$ cat config.mk
export PLATFORM = sky130hd
export DESIGN_NAME = fetch_trap
export DESIGN_NICKNAME = d
export VERILOG_FILES = /design/src/logic/fetch_trap_pkg.sv /design/src/logic/ea_calc.sv /design/src/logic/fetch_trap.sv
export SDC_FILE = /design/constraint.sdc
export NUM_CORES = 1
export LEC_CHECK = 0
export BUFFER_PORTS_ARGS = -buffer_cell sky130_fd_sc_hd__buf_2
export CORE_MARGIN = 2
export CORE_UTILIZATION = 40
export DETAILED_ROUTE_END_ITERATION = 7
export PLACE_DENSITY = 0.66
export SETUP_SLACK_MARGIN = 0.15
export SYNTH_ARGS = -nofsm -noshare
export SYNTH_HDL_FRONTEND = slang
export SYNTH_SLANG_ARGS = --single-unit
$ cat constraint.sdc
create_clock -name clk -period 6.6 [get_ports clk]
set_clock_uncertainty 0.1 [all_clocks]
set_input_delay 0.99 -clock clk [delete_from_list [all_inputs] [get_ports clk]]
set_output_delay 0.99 -clock clk [all_outputs]
set_load 0.01 [all_outputs]
$ cat src/logic/fetch_trap_pkg.sv
// Shared constants and types for the CPU fetch, trap and addressing front end
package fetch_trap_pkg;

   // ----------------------------------------------------------------------
   // Trap vector pair and register window
   // ----------------------------------------------------------------------
   localparam logic [15:0] TRAP_VEC_HI_ADDR = 16'hffee;
   localparam logic [15:0] TRAP_VEC_LO_ADDR = 16'hffef;
   localparam logic [15:0] REG_AREA_FIRST = 16'h0000;
   localparam logic [15:0] REG_AREA_LAST = 16'h0027;

   // ----------------------------------------------------------------------
   // Timing
   // ----------------------------------------------------------------------
   localparam int CLK_PERIOD_PS = 25000;
   // One machine cycle is forty input clocks at 40 MHz, i.e. 1000 ns
   localparam int MCYC_TIME_NS = 1000;
   localparam int MCYC_CLKS = (MCYC_TIME_NS * 1000) / CLK_PERIOD_PS;
   localparam logic [5:0] MCYC_LAST = 6'(MCYC_CLKS - 1);
   // Mask must stay clear more than this many machine cycles
   localparam logic [1:0] MASK_OPEN_CYCLES = 2'h2;

   // ----------------------------------------------------------------------
   // Stacking
   // ----------------------------------------------------------------------
   localparam logic [2:0] STACK_BYTES = 3'h7;
   localparam logic [2:0] STACK_LAST = 3'h6;
   localparam logic [15:0] STACK_DEPTH = 16'h0007;
   localparam logic [15:0] RESET_SP = 16'h0000;
   localparam logic [15:0] RESET_PC = 16'h0000;
   localparam logic [7:0] RESET_ACC = 8'h00;
   localparam logic [15:0] REL_BASE = 16'h0002;
   localparam int ACC_SEL_BIT = 4;

   // ----------------------------------------------------------------------
   // Instruction lengths
   // ----------------------------------------------------------------------
   localparam logic [1:0] LEN_ONE = 2'h1;
   localparam logic [1:0] LEN_TWO = 2'h2;
   localparam logic [1:0] LEN_THREE = 2'h3;

   typedef enum logic [2:0] {
      am_accumulator,
      am_immediate,
      am_direct,
      am_extended,
      am_indexed,
      am_implied,
      am_relative
   } addr_mode_e;

endpackage : fetch_trap_pkg

$ cat src/logic/ea_calc.sv
// Effective address, operand and length for the seven addressing modes
`timescale 1ns/1ps
module ea_calc
   import fetch_trap_pkg::*;
(
   // Decoded instruction
   input wire addr_mode_e mode,
   input wire logic wide_imm,
   input wire logic bit_op,
   input wire logic [7:0] byte2,
   input wire logic [7:0] byte3,
   // Pointers
   input wire logic [15:0] ix,
   input wire logic [15:0] pc,
   // Results
   output logic [15:0] ea,
   output logic [15:0] operand,
   output logic [1:0] len
);

   // ----------------------------------------------------------------------
   // Adders
   // ----------------------------------------------------------------------
   wire logic [7:0] idx_off = bit_op ? byte3 : byte2;
   wire logic [8:0] idx_low = {1'b0, ix[7:0]} + {1'b0, idx_off};
   wire logic [15:0] idx_ea = {ix[15:8] + {7'h00, idx_low[8]},
      idx_low[7:0]};
   wire logic [15:0] rel_disp = {{8{byte2[7]}}, byte2};
   // Low-byte add with carry or borrow folded into the upper byte
   wire logic [15:0] rel_ea = pc + REL_BASE + rel_disp;
   wire logic [7:0] dir_off = bit_op ? byte3 : byte2;

   always_comb begin
      ea = 16'h0000;
      operand = 16'h0000;
      len = LEN_ONE;
      case (mode)
         am_accumulator: len = LEN_ONE;
         am_implied: len = LEN_ONE;
         am_immediate: begin
            if (wide_imm) begin
               operand = {byte2, byte3};
               len = LEN_THREE;
            end else begin
               operand = {8'h00, byte2};
               len = LEN_TWO;
            end
         end
         am_direct: begin
            ea = {8'h00, dir_off};
            len = bit_op ? LEN_THREE : LEN_TWO;
         end
         am_extended: begin
            ea = {byte2, byte3};
            len = LEN_THREE;
         end
         am_indexed: begin
            ea = idx_ea;
            len = bit_op ? LEN_THREE : LEN_TWO;
         end
         am_relative: begin
            ea = rel_ea;
            len = LEN_TWO;
         end
         default: len = LEN_ONE;
      endcase
   end

endmodule : ea_calc

$ cat src/logic/fetch_trap.sv
// CPU front end: fetch traps, stacking, accumulators and address modes
`timescale 1ns/1ps
module fetch_trap
   import fetch_trap_pkg::*;
(
   // Clock and reset
   input wire logic clk,
   input wire logic rst,
   // Opcode fetch
   input wire logic fetch_valid,
   input wire logic [15:0] fetch_addr,
   input wire logic opcode_undef,
   input wire logic [7:0] opcode,
   // Data access strobe, carried for visibility only
   input wire logic data_access,
   // Decode request
   input wire logic dec_valid,
   input wire addr_mode_e dec_mode,
   input wire logic dec_wide_imm,
   input wire logic dec_bit_op,
   input wire logic [7:0] dec_byte2,
   input wire logic [7:0] dec_byte3,
   input wire logic [15:0] dec_pc,
   // Core registers
   input wire logic [15:0] ix,
   input wire logic [15:0] sp,
   input wire logic [7:0] ccr,
   // Accumulator writes
   input wire logic acc_a_we,
   input wire logic acc_b_we,
   input wire logic acc_d_we,
   input wire logic [15:0] acc_wdata,
   // Interrupt mask control
   input wire logic clear_int_mask_op,
   input wire logic set_int_mask_op,
   input wire logic flag_transfer_op,
   input wire logic flag_transfer_mask,
   input wire logic irq_pending,
   // Memory bus
   output logic bus_req,
   output logic bus_we,
   output logic [15:0] bus_addr_ff,
   output logic [7:0] bus_wdata_ff,
   input wire logic [7:0] bus_rdata,
   // Results
   output logic mcyc_en,
   output logic trap_busy,
   output logic trap_taken,
   output logic irq_take,
   output logic pc_load_ff,
   output logic [15:0] pc_new_ff,
   output logic [15:0] sp_new_ff,
   output logic [7:0] acc_a_ff,
   output logic [7:0] acc_b_ff,
   output logic [15:0] acc_d,
   output logic acc_sel_b_ff,
   output logic [15:0] ea_ff,
   output logic [15:0] operand_ff,
   output logic [1:0] len_ff,
   output addr_mode_e mode_ff,
   output logic int_mask_ff
);

   // ----------------------------------------------------------------------
   // Machine cycle divider
   // ----------------------------------------------------------------------
   logic [5:0] div_ff;

   assign mcyc_en = (div_ff == MCYC_LAST);

   always_ff @(posedge clk or posedge rst) begin
      if (rst) begin
         div_ff <= 6'h00;
      end else begin
         div_ff <= mcyc_en ? 6'h00 : div_ff + 6'h01;
      end
   end

   // ----------------------------------------------------------------------
   // Trap detection
   // ----------------------------------------------------------------------
   typedef enum logic [2:0] {
      st_idle,
      st_push,
      st_vec_hi,
      st_vec_lo,
      st_load
   } trap_state_e;

   trap_state_e state_ff;
   trap_state_e nxt_state;
   logic [2:0] push_cnt_ff;
   logic [15:0] ret_pc_ff;
   logic [15:0] sp_ff;
   logic [15:0] ix_ff;
   logic [7:0] ccr_ff;
   logic [7:0] vec_hi_ff;

   // Data reads and writes never reach this compare; only fetches do
   wire logic in_reg_area = (fetch_addr >= REG_AREA_FIRST) &&
      (fetch_addr <= REG_AREA_LAST);
   wire logic addr_error = fetch_valid && in_reg_area;
   wire logic op_error = fetch_valid && opcode_undef;
   wire logic idle = (state_ff == st_idle);

   // Trap wins over any maskable request raised in the same cycle
   assign trap_taken = idle && (addr_error || op_error);
   assign trap_busy = !idle;

   // ----------------------------------------------------------------------
   // Stacking sequence
   // ----------------------------------------------------------------------
   logic [7:0] push_byte [0:6];

   assign push_byte[0] = ret_pc_ff[7:0];
   assign push_byte[1] = ret_pc_ff[15:8];
   assign push_byte[2] = ix_ff[7:0];
   assign push_byte[3] = ix_ff[15:8];
   assign push_byte[4] = acc_a_ff;
   assign push_byte[5] = acc_b_ff;
   assign push_byte[6] = ccr_ff;

   wire logic [15:0] push_addr = sp_ff - {13'h0000, push_cnt_ff};
   wire logic push_done = (push_cnt_ff == STACK_LAST);

   assign bus_req = (state_ff == st_push) || (state_ff == st_vec_hi) ||
      (state_ff == st_vec_lo);
   assign bus_we = (state_ff == st_push);

   always_comb begin
      nxt_state = state_ff;
      case (state_ff)
         st_idle: if (trap_taken) nxt_state = st_push;
         st_push: if (mcyc_en && push_done) nxt_state = st_vec_hi;
         st_vec_hi: if (mcyc_en) nxt_state = st_vec_lo;
         st_vec_lo: if (mcyc_en) nxt_state = st_load;
         st_load: nxt_state = st_idle;
         default: nxt_state = st_idle;
      endcase
   end

   // Idle preloads the first push, so a one-clock first cycle still lands
   wire logic [15:0] nxt_bus_addr = (state_ff == st_vec_hi) ?
      TRAP_VEC_HI_ADDR : (state_ff == st_vec_lo) ? TRAP_VEC_LO_ADDR :
      idle ? sp : push_addr;
   wire logic [7:0] nxt_bus_wdata = idle ? fetch_addr[7:0] :
      push_byte[push_cnt_ff];

   always_ff @(posedge clk or posedge rst) begin
      if (rst) begin
         state_ff <= st_idle;
         push_cnt_ff <= 3'h0;
      end else begin
         state_ff <= nxt_state;
         if (state_ff != st_push) begin
            push_cnt_ff <= 3'h0;
         end else if (mcyc_en && !push_done) begin
            push_cnt_ff <= push_cnt_ff + 3'h1;
         end
      end
   end

   always_ff @(posedge clk or posedge rst) begin
      if (rst) begin
         ret_pc_ff <= RESET_PC;
         sp_ff <= RESET_SP;
         ix_ff <= RESET_PC;
         ccr_ff <= 8'h00;
      end else if (trap_taken) begin
         ret_pc_ff <= fetch_addr;
         sp_ff <= sp;
         ix_ff <= ix;
         ccr_ff <= ccr;
      end
   end

   always_ff @(posedge clk or posedge rst) begin
      if (rst) begin
         bus_addr_ff <= 16'h0000;
         bus_wdata_ff <= 8'h00;
      end else begin
         bus_addr_ff <= nxt_bus_addr;
         bus_wdata_ff <= nxt_bus_wdata;
      end
   end

   // ----------------------------------------------------------------------
   // Vector load
   // ----------------------------------------------------------------------
   always_ff @(posedge clk or posedge rst) begin
      if (rst) begin
         vec_hi_ff <= 8'h00;
         pc_load_ff <= 1'b0;
         pc_new_ff <= RESET_PC;
         sp_new_ff <= RESET_SP;
      end else begin
         pc_load_ff <= (state_ff == st_load);
         if (state_ff == st_vec_hi && mcyc_en) begin
            vec_hi_ff <= bus_rdata;
         end
         if (state_ff == st_vec_lo && mcyc_en) begin
            pc_new_ff <= {vec_hi_ff, bus_rdata};
            sp_new_ff <= sp_ff - STACK_DEPTH;
         end
      end
   end

   // ----------------------------------------------------------------------
   // Accumulators
   // ----------------------------------------------------------------------
   assign acc_d = {acc_a_ff, acc_b_ff};

   always_ff @(posedge clk or posedge rst) begin
      if (rst) begin
         acc_a_ff <= RESET_ACC;
         acc_b_ff <= RESET_ACC;
      end else if (acc_d_we) begin
         acc_a_ff <= acc_wdata[15:8];
         acc_b_ff <= acc_wdata[7:0];
      end else begin
         if (acc_a_we) acc_a_ff <= acc_wdata[7:0];
         if (acc_b_we) acc_b_ff <= acc_wdata[7:0];
      end
   end

   // ----------------------------------------------------------------------
   // Effective address
   // ----------------------------------------------------------------------
   logic [15:0] ea_comb;
   logic [15:0] operand_comb;
   logic [1:0] len_comb;

   ea_calc u_ea_calc (
      .mode(dec_mode),
      .wide_imm(dec_wide_imm),
      .bit_op(dec_bit_op),
      .byte2(dec_byte2),
      .byte3(dec_byte3),
      .ix(ix),
      .pc(dec_pc),
      .ea(ea_comb),
      .operand(operand_comb),
      .len(len_comb)
   );

   // Index stays an input; the sum lives only here
   always_ff @(posedge clk or posedge rst) begin
      if (rst) begin
         ea_ff <= 16'h0000;
         operand_ff <= 16'h0000;
         len_ff <= LEN_ONE;
         mode_ff <= am_implied;
         acc_sel_b_ff <= 1'b0;
      end else if (dec_valid) begin
         ea_ff <= ea_comb;
         operand_ff <= operand_comb;
         len_ff <= len_comb;
         mode_ff <= dec_mode;
         acc_sel_b_ff <= opcode[ACC_SEL_BIT];
      end
   end

   // ----------------------------------------------------------------------
   // Interrupt mask window
   // ----------------------------------------------------------------------
   // A clear followed too soon by a set leaves the request waiting
   logic [1:0] open_cnt_ff;
   wire logic nxt_mask = set_int_mask_op ? 1'b1 :
      clear_int_mask_op ? 1'b0 :
      flag_transfer_op ? flag_transfer_mask : int_mask_ff;
   wire logic window_open = !int_mask_ff &&
      (open_cnt_ff > MASK_OPEN_CYCLES);

   assign irq_take = irq_pending && window_open && idle &&
      !trap_taken;

   always_ff @(posedge clk or posedge rst) begin
      if (rst) begin
         int_mask_ff <= 1'b1;
         open_cnt_ff <= 2'h0;
      end else begin
         int_mask_ff <= nxt_mask;
         if (nxt_mask) begin
            open_cnt_ff <= 2'h0;
         // Only cycle ends reached with the mask already clear may count
         end else if (mcyc_en && !int_mask_ff && open_cnt_ff != 2'h3) begin
            open_cnt_ff <= open_cnt_ff + 2'h1;
         end
      end
   end

   wire logic unused_ok = data_access;

endmodule : fetch_trap

==> flow_summary.json, run 1 <==
{
  "fin_crit_sh_pct": 65.9,
  "cp_max_fo": 10,
  "wl_per_cell_um": 17.8,
  "clkSlewWorstSetupHoldPaths_ns": 0.09,
  "mostFrequentLayoutCells": "buf_2 (264), dfrtp_1 (186), nand2_1 (121), mux2_2 (91), nor2_1 (76)",
  "grt-ovfl-total": 0,
  "grt_max_degree": 129,
  "num_vias": 8185,
  "ctsResizeCount": 0,
  "nFillCells": 2376,
  "hold_violations": 0,
  "ir_drop_uv": 155,
  "ant_nets": 0,
  "synth_top_area_share_pct": 45.3,
  "wl_mm": 27.6,
  "clk_path_buf_depth": 2,
  "vias_per_cell": 5.28,
  "hold_end": "pc_new_ff[11]",
  "syn-num-nets": 1167,
  "cts_inserted_buffers": 17,
  "synth-seq-area-share_pct": 46.4,
  "insertion_delay_ns": 0.44,
  "tns_ns": 0,
  "antenna_found_initial": 6,
  "nets": 1392,
  "cts_root_buf": "clkbuf_16",
  "critPathRequiredTime_ns": 6.81,
  "maxCapViolations": 0,
  "synth_area_mm2": 0.0103,
  "place.gp.congestion": 0.881,
  "critPathKind": "input port to register",
  "first_iter_violations": 519,
  "ys_async_sr_fraction_pct": 100,
  "hp-class": "register to register",
  "p_leak_uw": 0.00629,
  "final_common_cell": "buf_2",
  "slew_viol_final": 0,
  "avgSynthCellArea_um2": 10.5,
  "drive_gt1_share_pct": 33.9,
  "synth_cell_type_count": 64,
  "multi_input_area_mm2": 0.00508,
  "clock_sinks": 190,
  "track_usage_pct": 20.4,
  "num_io_pins": 273,
  "min_from": "vec_hi_ff[3]",
  "num_rows": 58,
  "grt_pass1_vias": 7864,
  "synth_largest_area_cell": "dfrtp_1",
  "synthTopCellsByArea": "dfrtp_1 (45%), mux2_2 (10%), ha_1 (5.7%)",
  "postCtsSetupBuffers": 0,
  "reg2reg_to": "bus_addr_ff[9]",
  "drt-pass1-iter-count": 4,
  "cts_tree": "done",
  "drc": 0,
  "status": "completed",
  "coreArea_mm2": 0.0252,
  "worstHoldPathCells": 2,
  "start_util_pct": 40.8,
  "final_cell_area_mm2": 0.0124,
  "r2r-start": "push_cnt_ff[1]",
  "start_kind": "input port",
  "rsz0062_at_grt": "false",
  "placed_cell_area_mm2": 0.0117,
  "hold_buffers": 0,
  "ys_seq_elements": 190,
  "synth_edf_count": 0,
  "p_per_area_mw_per_mm2": 215,
  "htree_num_levels": 4,
  "io_buffer_count": 264,
  "synthFlopType": "dfrtp_1",
  "rr_worst_depth": 8,
  "fin_crit_ns": 4.35,
  "yosysWarningCount": 0,
  "max_freq_mhz": 230,
  "area_delta_synth_final_pct": 20.4,
  "tightest_slew_ns": 1.01,
  "grt_pass1_wl_mm": 42.7,
  "synth_cells": 978,
  "setup_violations": 0,
  "die_w_um": 164,
  "die-area_mm2": 0.0270,
  "slew_headroom_pct": 32.4,
  "cp-end-kind": "register",
  "register_area_mm2": 0.00476,
  "fp.dieH_um": 164,
  "r2r_setup_slack_ns": 3.56,
  "cp.arrival_ns": 4.56,
  "dpl.hpwl_mm": 20.6
}
==> Yosys cell counts (7+ instances only) <==
cell,number
o2bb2ai_1,13
nor3_1,10
xor2_1,25
nor2_1,76
o21ai_0,67
ha_1,47
clkbuf_1,31
a22oi_1,8
xnor2_1,27
buf_4,18
a21oi_1,30
mux4_2,8
nand2b_1,7
nand2_1,121
a22o_1,9
and2_1,7
a221o_1,8
nor2b_1,10
mux2_2,91
nand3_1,21
dfrtp_1,186
mux2i_1,23
buf_2,11
inv_1,25
==> state kept, by name (all words and copies together), names as in the netlist, 2 cells and up <==
signal	flops
acc_a_ff	8
acc_b_ff	8
bus_addr_ff	16
bus_wdata_ff	8
ccr_ff	8
div_ff	6
ea_ff	16
ix_ff	16
len_ff	2
mode_ff	3
open_cnt_ff	2
operand_ff	16
pc_new_ff	16
push_cnt_ff	3
ret_pc_ff	16
sp_ff	16
sp_new_ff	16
state_ff	3
vec_hi_ff	8
==> area by class of cell <==
type                            count  share of cell area [%]
Timing Repair Buffer              270                    11.0
Antenna cell                        5                   0.101
Inverter                           29                   0.941
Clock buffer                       17                    3.44
Multi-Input combinational cell    695                    41.1
Sequential cell                   190                    38.5
Clock inverter                     15                    1.58
Tap cell                          330                    3.34
==> logic make-up after synthesis <==
kind of cell             after synthesis  synth area share [%]
AO/OA/AOI/OAI                        190                  12.3
XOR/XNOR                              52                  4.44
flip-flops                           190                  46.4
buffers and inverters                 93                  4.26
multiplexers                         122                  14.0
AND/OR/NAND/NOR                      280                  12.2
adder cells (fa/ha/maj)               51                  6.41
==> power by group <==
part / switching [µW] / total (µW) / internal, µW
Clock: 551 / 1080 / 527
Combinational: 210 / 364 / 155
Sequential: 21.7 / 1210 / 1190
Total: 783 / 2660 / 1870
==> routing by layer <==
layer	wire, µm	up-vias	GRT usage [%]
met1	12100	4000	27.6
met4	429	6	5.82
met2	13200	243	32.4
li1	-	3904	-
met5	41	-	0
met3	1810	32	5.20
==> through the flow <==
stage / total power [µW] / instances / utilization (%) / hold WS [ns] / worst slack [ns]
floorplan: 1470 / 978 / - / 0.333 / 0.346
global placement: 1600 / 1514 / 46.6 / 0.338 / 1.87
detailed placement: 1600 / 1514 / 46.6 / 0.346 / 1.82
CTS: 2690 / 1546 / 49.1 / 0.369 / 2.28
global route: 2770 / 1548 / 49.1 / 0.384 / 2.04
finish: 2660 / 1551 / 49.1 / 0.366 / 2.25
==> worst max path at each step <==
stage          startpoint          end  slack, ns  cells after the start
2_1_floorplan         rst  acc_a_ff[0]       0.35                      1
3_3_place_gp   dec_bit_op    ea_ff[15]       1.87                     18
3_5_place_dp   dec_bit_op    ea_ff[15]       1.82                     18
4_1_cts        dec_bit_op    ea_ff[15]       2.28                     18
5_1_grt        dec_bit_op    ea_ff[15]       2.04                     18
6_report       dec_bit_op    ea_ff[15]       2.25                     18
==> critical path, stage by stage <==
cell and delay (ns):
buf_2 0.23, mux2_2 0.38, ha_1 0.21, inv_1 0.07, fa_1 0.20, inv_1 0.05
a21o_1 0.17, a21oi_1 0.21, o21ai_0 0.18, a21o_1 0.20, a21o_1 0.17, ha_1 0.21
and3_1 0.21, nand4_1 0.10, xnor2_1 0.08, a221oi_1 0.31, nor2_1 0.06, or4_1 0.53
(Power assumes the default switching activity.)
==> run 2: changes to the inputs <==
clock period = 3.7 ns   (was 6.6 ns; I/O delays follow)
==> flow_summary.json, run 2 (synthesis gave the netlist of run 1 again) <==
{
  "status": "completed",
  "start_util_pct": 40.8,
  "grt-ovfl-total": 0,
  "num_rows": 58,
  "whs_ns": 0.182,
  "path_buf_inv": 3,
  "wl_per_cell_um": 17.7,
  "nFillCells": 2335,
  "cts_inserted_buffers": 17,
  "insertion_delay_ns": 0.44,
  "vias_per_cell": 5.23,
  "drc": 0,
  "clock_sinks": 190,
  "ir_drop_uv": 262,
  "grt_max_degree": 156,
  "critPathRequiredTime_ns": 3.92,
  "htree_num_levels": 4,
  "place.gp.congestion": 0.945,
  "track_usage_pct": 20.3,
  "antenna_found_initial": 6,
  "setup_violations": 0,
  "slew_viol_final": 0,
  "cts_root_buf": "clkbuf_16",
  "path_common_cell": "a21o_1",
  "ant_nets": 0,
  "p_leak_uw": 0.00639,
  "num_vias": 8206,
  "cp_max_fo": 3,
  "rsz0062_at_grt": "false",
  "drive_gt1_share_pct": 35.5,
  "fp.dieH_um": 164,
  "slew_headroom_pct": 39.3,
  "nets": 1410,
  "maxCapViolations": 0,
  "cp_cell_sequence": "buf_2 > mux2_4 > ha_4 > inv_2 > fa_2 > inv_1 > a21o_1 > a21oi_2 > o21ai_2 > a21o_1 > a21o_1 > ha_2 > and3_4 > nand4_1 > xnor2_1 > a221oi_1 > nor2_1 > or4_1",
  "max_freq_mhz": 306,
  "placed_cell_area_mm2": 0.0119,
  "drt-pass1-iter-count": 5,
  "io_buffer_count": 264,
  "cp.arrival_ns": 3.48,
  "dpl.hpwl_mm": 20.9,
  "mostFrequentLayoutCells": "buf_2 (264), dfrtp_1 (186), nand2_1 (121), mux2_2 (90), nor2_1 (76)",
  "fin_crit_sh_pct": 88.3,
  "die_w_um": 164,
  "cp-end-kind": "register",
  "hold_violations": 0,
  "critPathKind": "input port to register",
  "hold_buffers": 0,
  "grt_pass1_wl_mm": 42.7,
  "wl_mm": 27.8,
  "area_delta_synth_final_pct": 22.5,
  "fin_util_pct": 50.0,
  "start_kind": "input port",
  "grt_pass1_vias": 7790,
  "coreArea_mm2": 0.0252,
  "cp_top_family": "compound AO/OA/AOI/OAI gates",
  "first_iter_violations": 573,
  "p_per_area_mw_per_mm2": 380,
  "fin_crit_ns": 3.27,
  "cp_slowest_cell": "or4_1",
  "final_cell_area_mm2": 0.0126,
  "cts_tree": "done",
  "tightest_slew_ns": 0.911,
  "final_common_cell": "buf_2",
  "num_io_pins": 273,
  "clkSlewWorstSetupHoldPaths_ns": 0.09,
  "max_stage_delay_ns": 0.39,
  "die-area_mm2": 0.0270,
  "hp-class": "input port to async pin",
  "clk_path_buf_depth": 2
}
-- run 2: changes by cell type in the layout (fill, tap and decap cells not counted), moves of 2 or more --
cell      delta
buf_4       +16
inv_8        -5
clkinv_8     +3
buf_12       +2
ha_1         -2
inv_6        +2
-- run 2: per-layer routing --
layer | GRT usage (%) | routed length, µm | share of wire (%) | vias up
met4 | 5.50 | 393 | 1.4 | 4
met1 | 28.6 | 12700 | 46 | 3978
li1 | - | - | - | 3930
met5 | 0 | 21 | 0.076 | -
met3 | 3.61 | 1660 | 6.0 | 28
met2 | 32.4 | 13000 | 47 | 266
-- run 2: what timing repair did --
action,4_1_cts,5_1_grt
endpoints found under the setup margin,0,1
resized for setup,0,1
buffers inserted,0,0
hold endpoints to repair,0,0
-- run 2: path summary, 6_finish.rpt --
check | start | end | slack [ns] | cells past startpoint
setup / recovery | dec_bit_op | ea_ff[15] | 0.43 | 18
hold / removal | rst | div_ff[5] | 0.18 | 3
setup reg to reg | push_cnt_ff[2] | bus_addr_ff[9] | 0.92 | 7
hold reg to reg | vec_hi_ff[1] | pc_new_ff[9] | 0.37 | 2
max in group asynchronous | rst | acc_b_ff[0] | 2.58 | 3
min in group clk | bus_rdata[3] | pc_new_ff[3] | 0.22 | 3
-- run 2: layout make-up --
type,count,area (µm²),share of cell area [%]
Tap cell,330,413,3.28
Multi-Input combinational cell,695,5120,40.7
Antenna cell,4,10.0,0.0796
Clock buffer,17,425,3.38
Timing Repair Buffer,288,1530,12.1
Sequential cell,190,4760,37.8
Inverter,29,113,0.895
Clock inverter,15,216,1.72
-- run 2: power breakdown --
group / internal, µW / switching [µW] / total, µW
Combinational: 292 / 383 / 675
Sequential: 2130 / 37.8 / 2170
Clock: 952 / 992 / 1940
-- run 2: metrics by stage --
step | instances | TNS (ns) | setup slack (ns) | power (µW)
after global placement | 1532 | -0.0163 | -0.0163 | 2870
after floorplan | 978 | 0 | 0.155 | 2620
final | 1568 | 0 | 0.433 | 4780
after CTS | 1564 | 0 | 0.398 | 4830
after detailed placement | 1532 | -0.0747 | -0.0747 | 2880
after global routing | 1566 | 0 | 0.183 | 4990
-- run 2: worst min-delay path, delay by kind of cell --
kind	cells	cell delay, ns
buffers and inverters	3	0.65
==> run 3: changes to the inputs <==
RECOVER_POWER = 50   (was not set)
==> flow_summary.json, run 3 (synthesis gave the netlist of run 1 again) <==
{
  "status": "finished, violations left",
  "failed_checks": "max-capacitance violations, max-slew violations",
  "final_cell_area_mm2": 0.0125,
  "htree_num_levels": 4,
  "cp_cell_sequence": "buf_2 > mux2_4 > ha_4 > inv_2 > fa_2 > inv_1 > a21o_1 > a21oi_2 > o21ai_2 > a21o_1 > a21o_1 > ha_2 > and3_4 > nand4_1 > xnor2_1 > a221oi_1 > nor2_1 > or4_1",
  "clock_sinks": 190,
  "drc": 0,
  "critPathKind": "input port to register",
  "num_io_pins": 273,
  "fp.dieH_um": 164,
  "die-area_mm2": 0.0270,
  "multi_input_area_mm2": 0.00511,
  "die_w_um": 164,
  "critPathRequiredTime_ns": 3.92,
  "cp.arrival_ns": 3.48,
  "mostFrequentLayoutCells": "buf_2 (231), dfrtp_1 (186), nand2_1 (121), mux2_2 (90), nor2_1 (76)",
  "register_area_mm2": 0.00476,
  "cp-end-kind": "register",
  "rr_worst_depth": 7,
  "hold_violations": 0,
  "grt_max_degree": 156,
  "track_usage_pct": 20.3,
  "grt-ovfl-total": 0,
  "p_seq_share_pct": 45.3,
  "place.gp.congestion": 0.945,
  "clock_power_share_pct": 40.7,
  "num_vias": 8212,
  "cp_slowest_cell": "or4_1",
  "max_stage_delay_ns": 0.39,
  "first_iter_violations": 673,
  "placed_cell_area_mm2": 0.0119,
  "cts_tree": "done",
  "cts_inserted_buffers": 17,
  "nets": 1410,
  "wl_per_cell_um": 17.7,
  "setup_violations": 0,
  "area_delta_synth_final_pct": 21.8,
  "p_leak_uw": 0.00623,
  "start_util_pct": 40.8,
  "nFillCells": 2350,
  "path_common_cell": "a21o_1",
  "antenna_found_initial": 6,
  "worstHoldPathCells": 3,
  "grt_pass1_vias": 7790,
  "clk_path_buf_depth": 2,
  "intPower_uw": 3370,
  "ir_drop_uv": 261,
  "num_rows": 58,
  "max_freq_mhz": 306,
  "combPwrFrac_pct": 14.0,
  "fin_crit_ns": 3.27,
  "cp_max_fo": 3,
  "dpl.hpwl_mm": 20.9,
  "final_common_cell": "buf_2",
  "clkSlewWorstSetupHoldPaths_ns": 0.09,
  "drive_gt1_share_pct": 32.3,
  "wl_mm": 27.8,
  "finalWorstSetupSlack_ns": 0.434,
  "grt_pass1_wl_mm": 42.7,
  "place_ws_ns": -0.0747,
  "p_switching_uw": 1410,
  "fin_crit_sh_pct": 88.3,
  "vias_per_cell": 5.24,
  "drt-pass1-iter-count": 5,
  "tightest_slew_ns": 2.14,
  "swShare_pct": 29.6,
  "slew_headroom_pct": -42.9,
  "rsz0062_at_grt": "false",
  "hp-class": "input port to register",
  "coreArea_mm2": 0.0252,
  "maxCapViolations": 2,
  "insertion_delay_ns": 0.44,
  "p_per_area_mw_per_mm2": 382,
  "ant_nets": 0,
  "io_buffer_count": 264,
  "start_kind": "input port",
  "slew_viol_final": 192,
  "cts_root_buf": "clkbuf_16"
}
## run 3: repair_timing
action,in CTS,in global routing
setup buffers,0,0
hold endpoints to repair,0,0
gates resized for setup,0,1
setup endpoints to repair,0,1
hold buffers,0,0
## run 3: area by class of cell
cell class / instances / share of cell area, %
Clock inverter: 15 / 1.73
Multi-Input combinational cell: 695 / 40.9
Timing Repair Buffer: 288 / 11.7
Tap cell: 330 / 3.30
Antenna cell: 4 / 0.0801
Inverter: 29 / 0.881
Clock buffer: 17 / 3.40
Sequential cell: 190 / 38.1
## run 3: worst paths after layout
kind	from	end	slack, ns
worst min register to register	vec_hi_ff[1]	pc_new_ff[9]	0.37
worst min-delay path	bus_rdata[3]	pc_new_ff[3]	0.22
worst max register to register	push_cnt_ff[2]	bus_addr_ff[9]	0.91
max in group asynchronous	rst	bus_wdata_ff[4]	1.34
worst max-delay path	dec_bit_op	ea_ff[15]	0.43
min in group asynchronous	rst	div_ff[5]	0.75
## run 3: routing by layer
layer | global-route usage [%] | vias to the layer above | routed length (µm)
met4 | 5.50 | 4 | 417
met3 | 3.61 | 30 | 1680
met1 | 28.6 | 3980 | 12600
li1 | - | 3935 | -
met5 | 0 | - | 21
met2 | 32.4 | 263 | 13100
## run 3: per-stage QoR
step | hold slack, ns | cells | utilization (%) | total power, µW | TNS [ns]
6_report | 0.215 | 1568 | 49.7 | 4780 | 0
5_1_grt | 0.202 | 1566 | 49.6 | 4990 | 0
4_1_cts | 0.195 | 1564 | 49.9 | 4830 | 0
3_5_place_dp | 0.346 | 1532 | 47.4 | 2880 | -0.0747
3_3_place_gp | 0.339 | 1532 | 47.4 | 2870 | -0.0163
2_1_floorplan | 0.333 | 978 | - | 2620 | 0
## run 3: critical path: cells and delay by family
kind	cells	cell delay, ns
AOI/OAI and AO/OA	6	1.00
xor gates and xnor gates	1	0.09
adders and majority gates	3	0.56
buffers and inverters	3	0.21
muxes	1	0.33
and+or+nand+nor	4	0.73
## run 3: power by group through the flow
stage                     logic (µW)  clock network [µW]  registers (µW)
after floorplan                  399                   0            2220
after global placement           665                   0            2210
after detailed placement         673                   0            2210
after CTS                        677                1990            2170
after global routing             743                2070            2170
final                            670                1950            2170
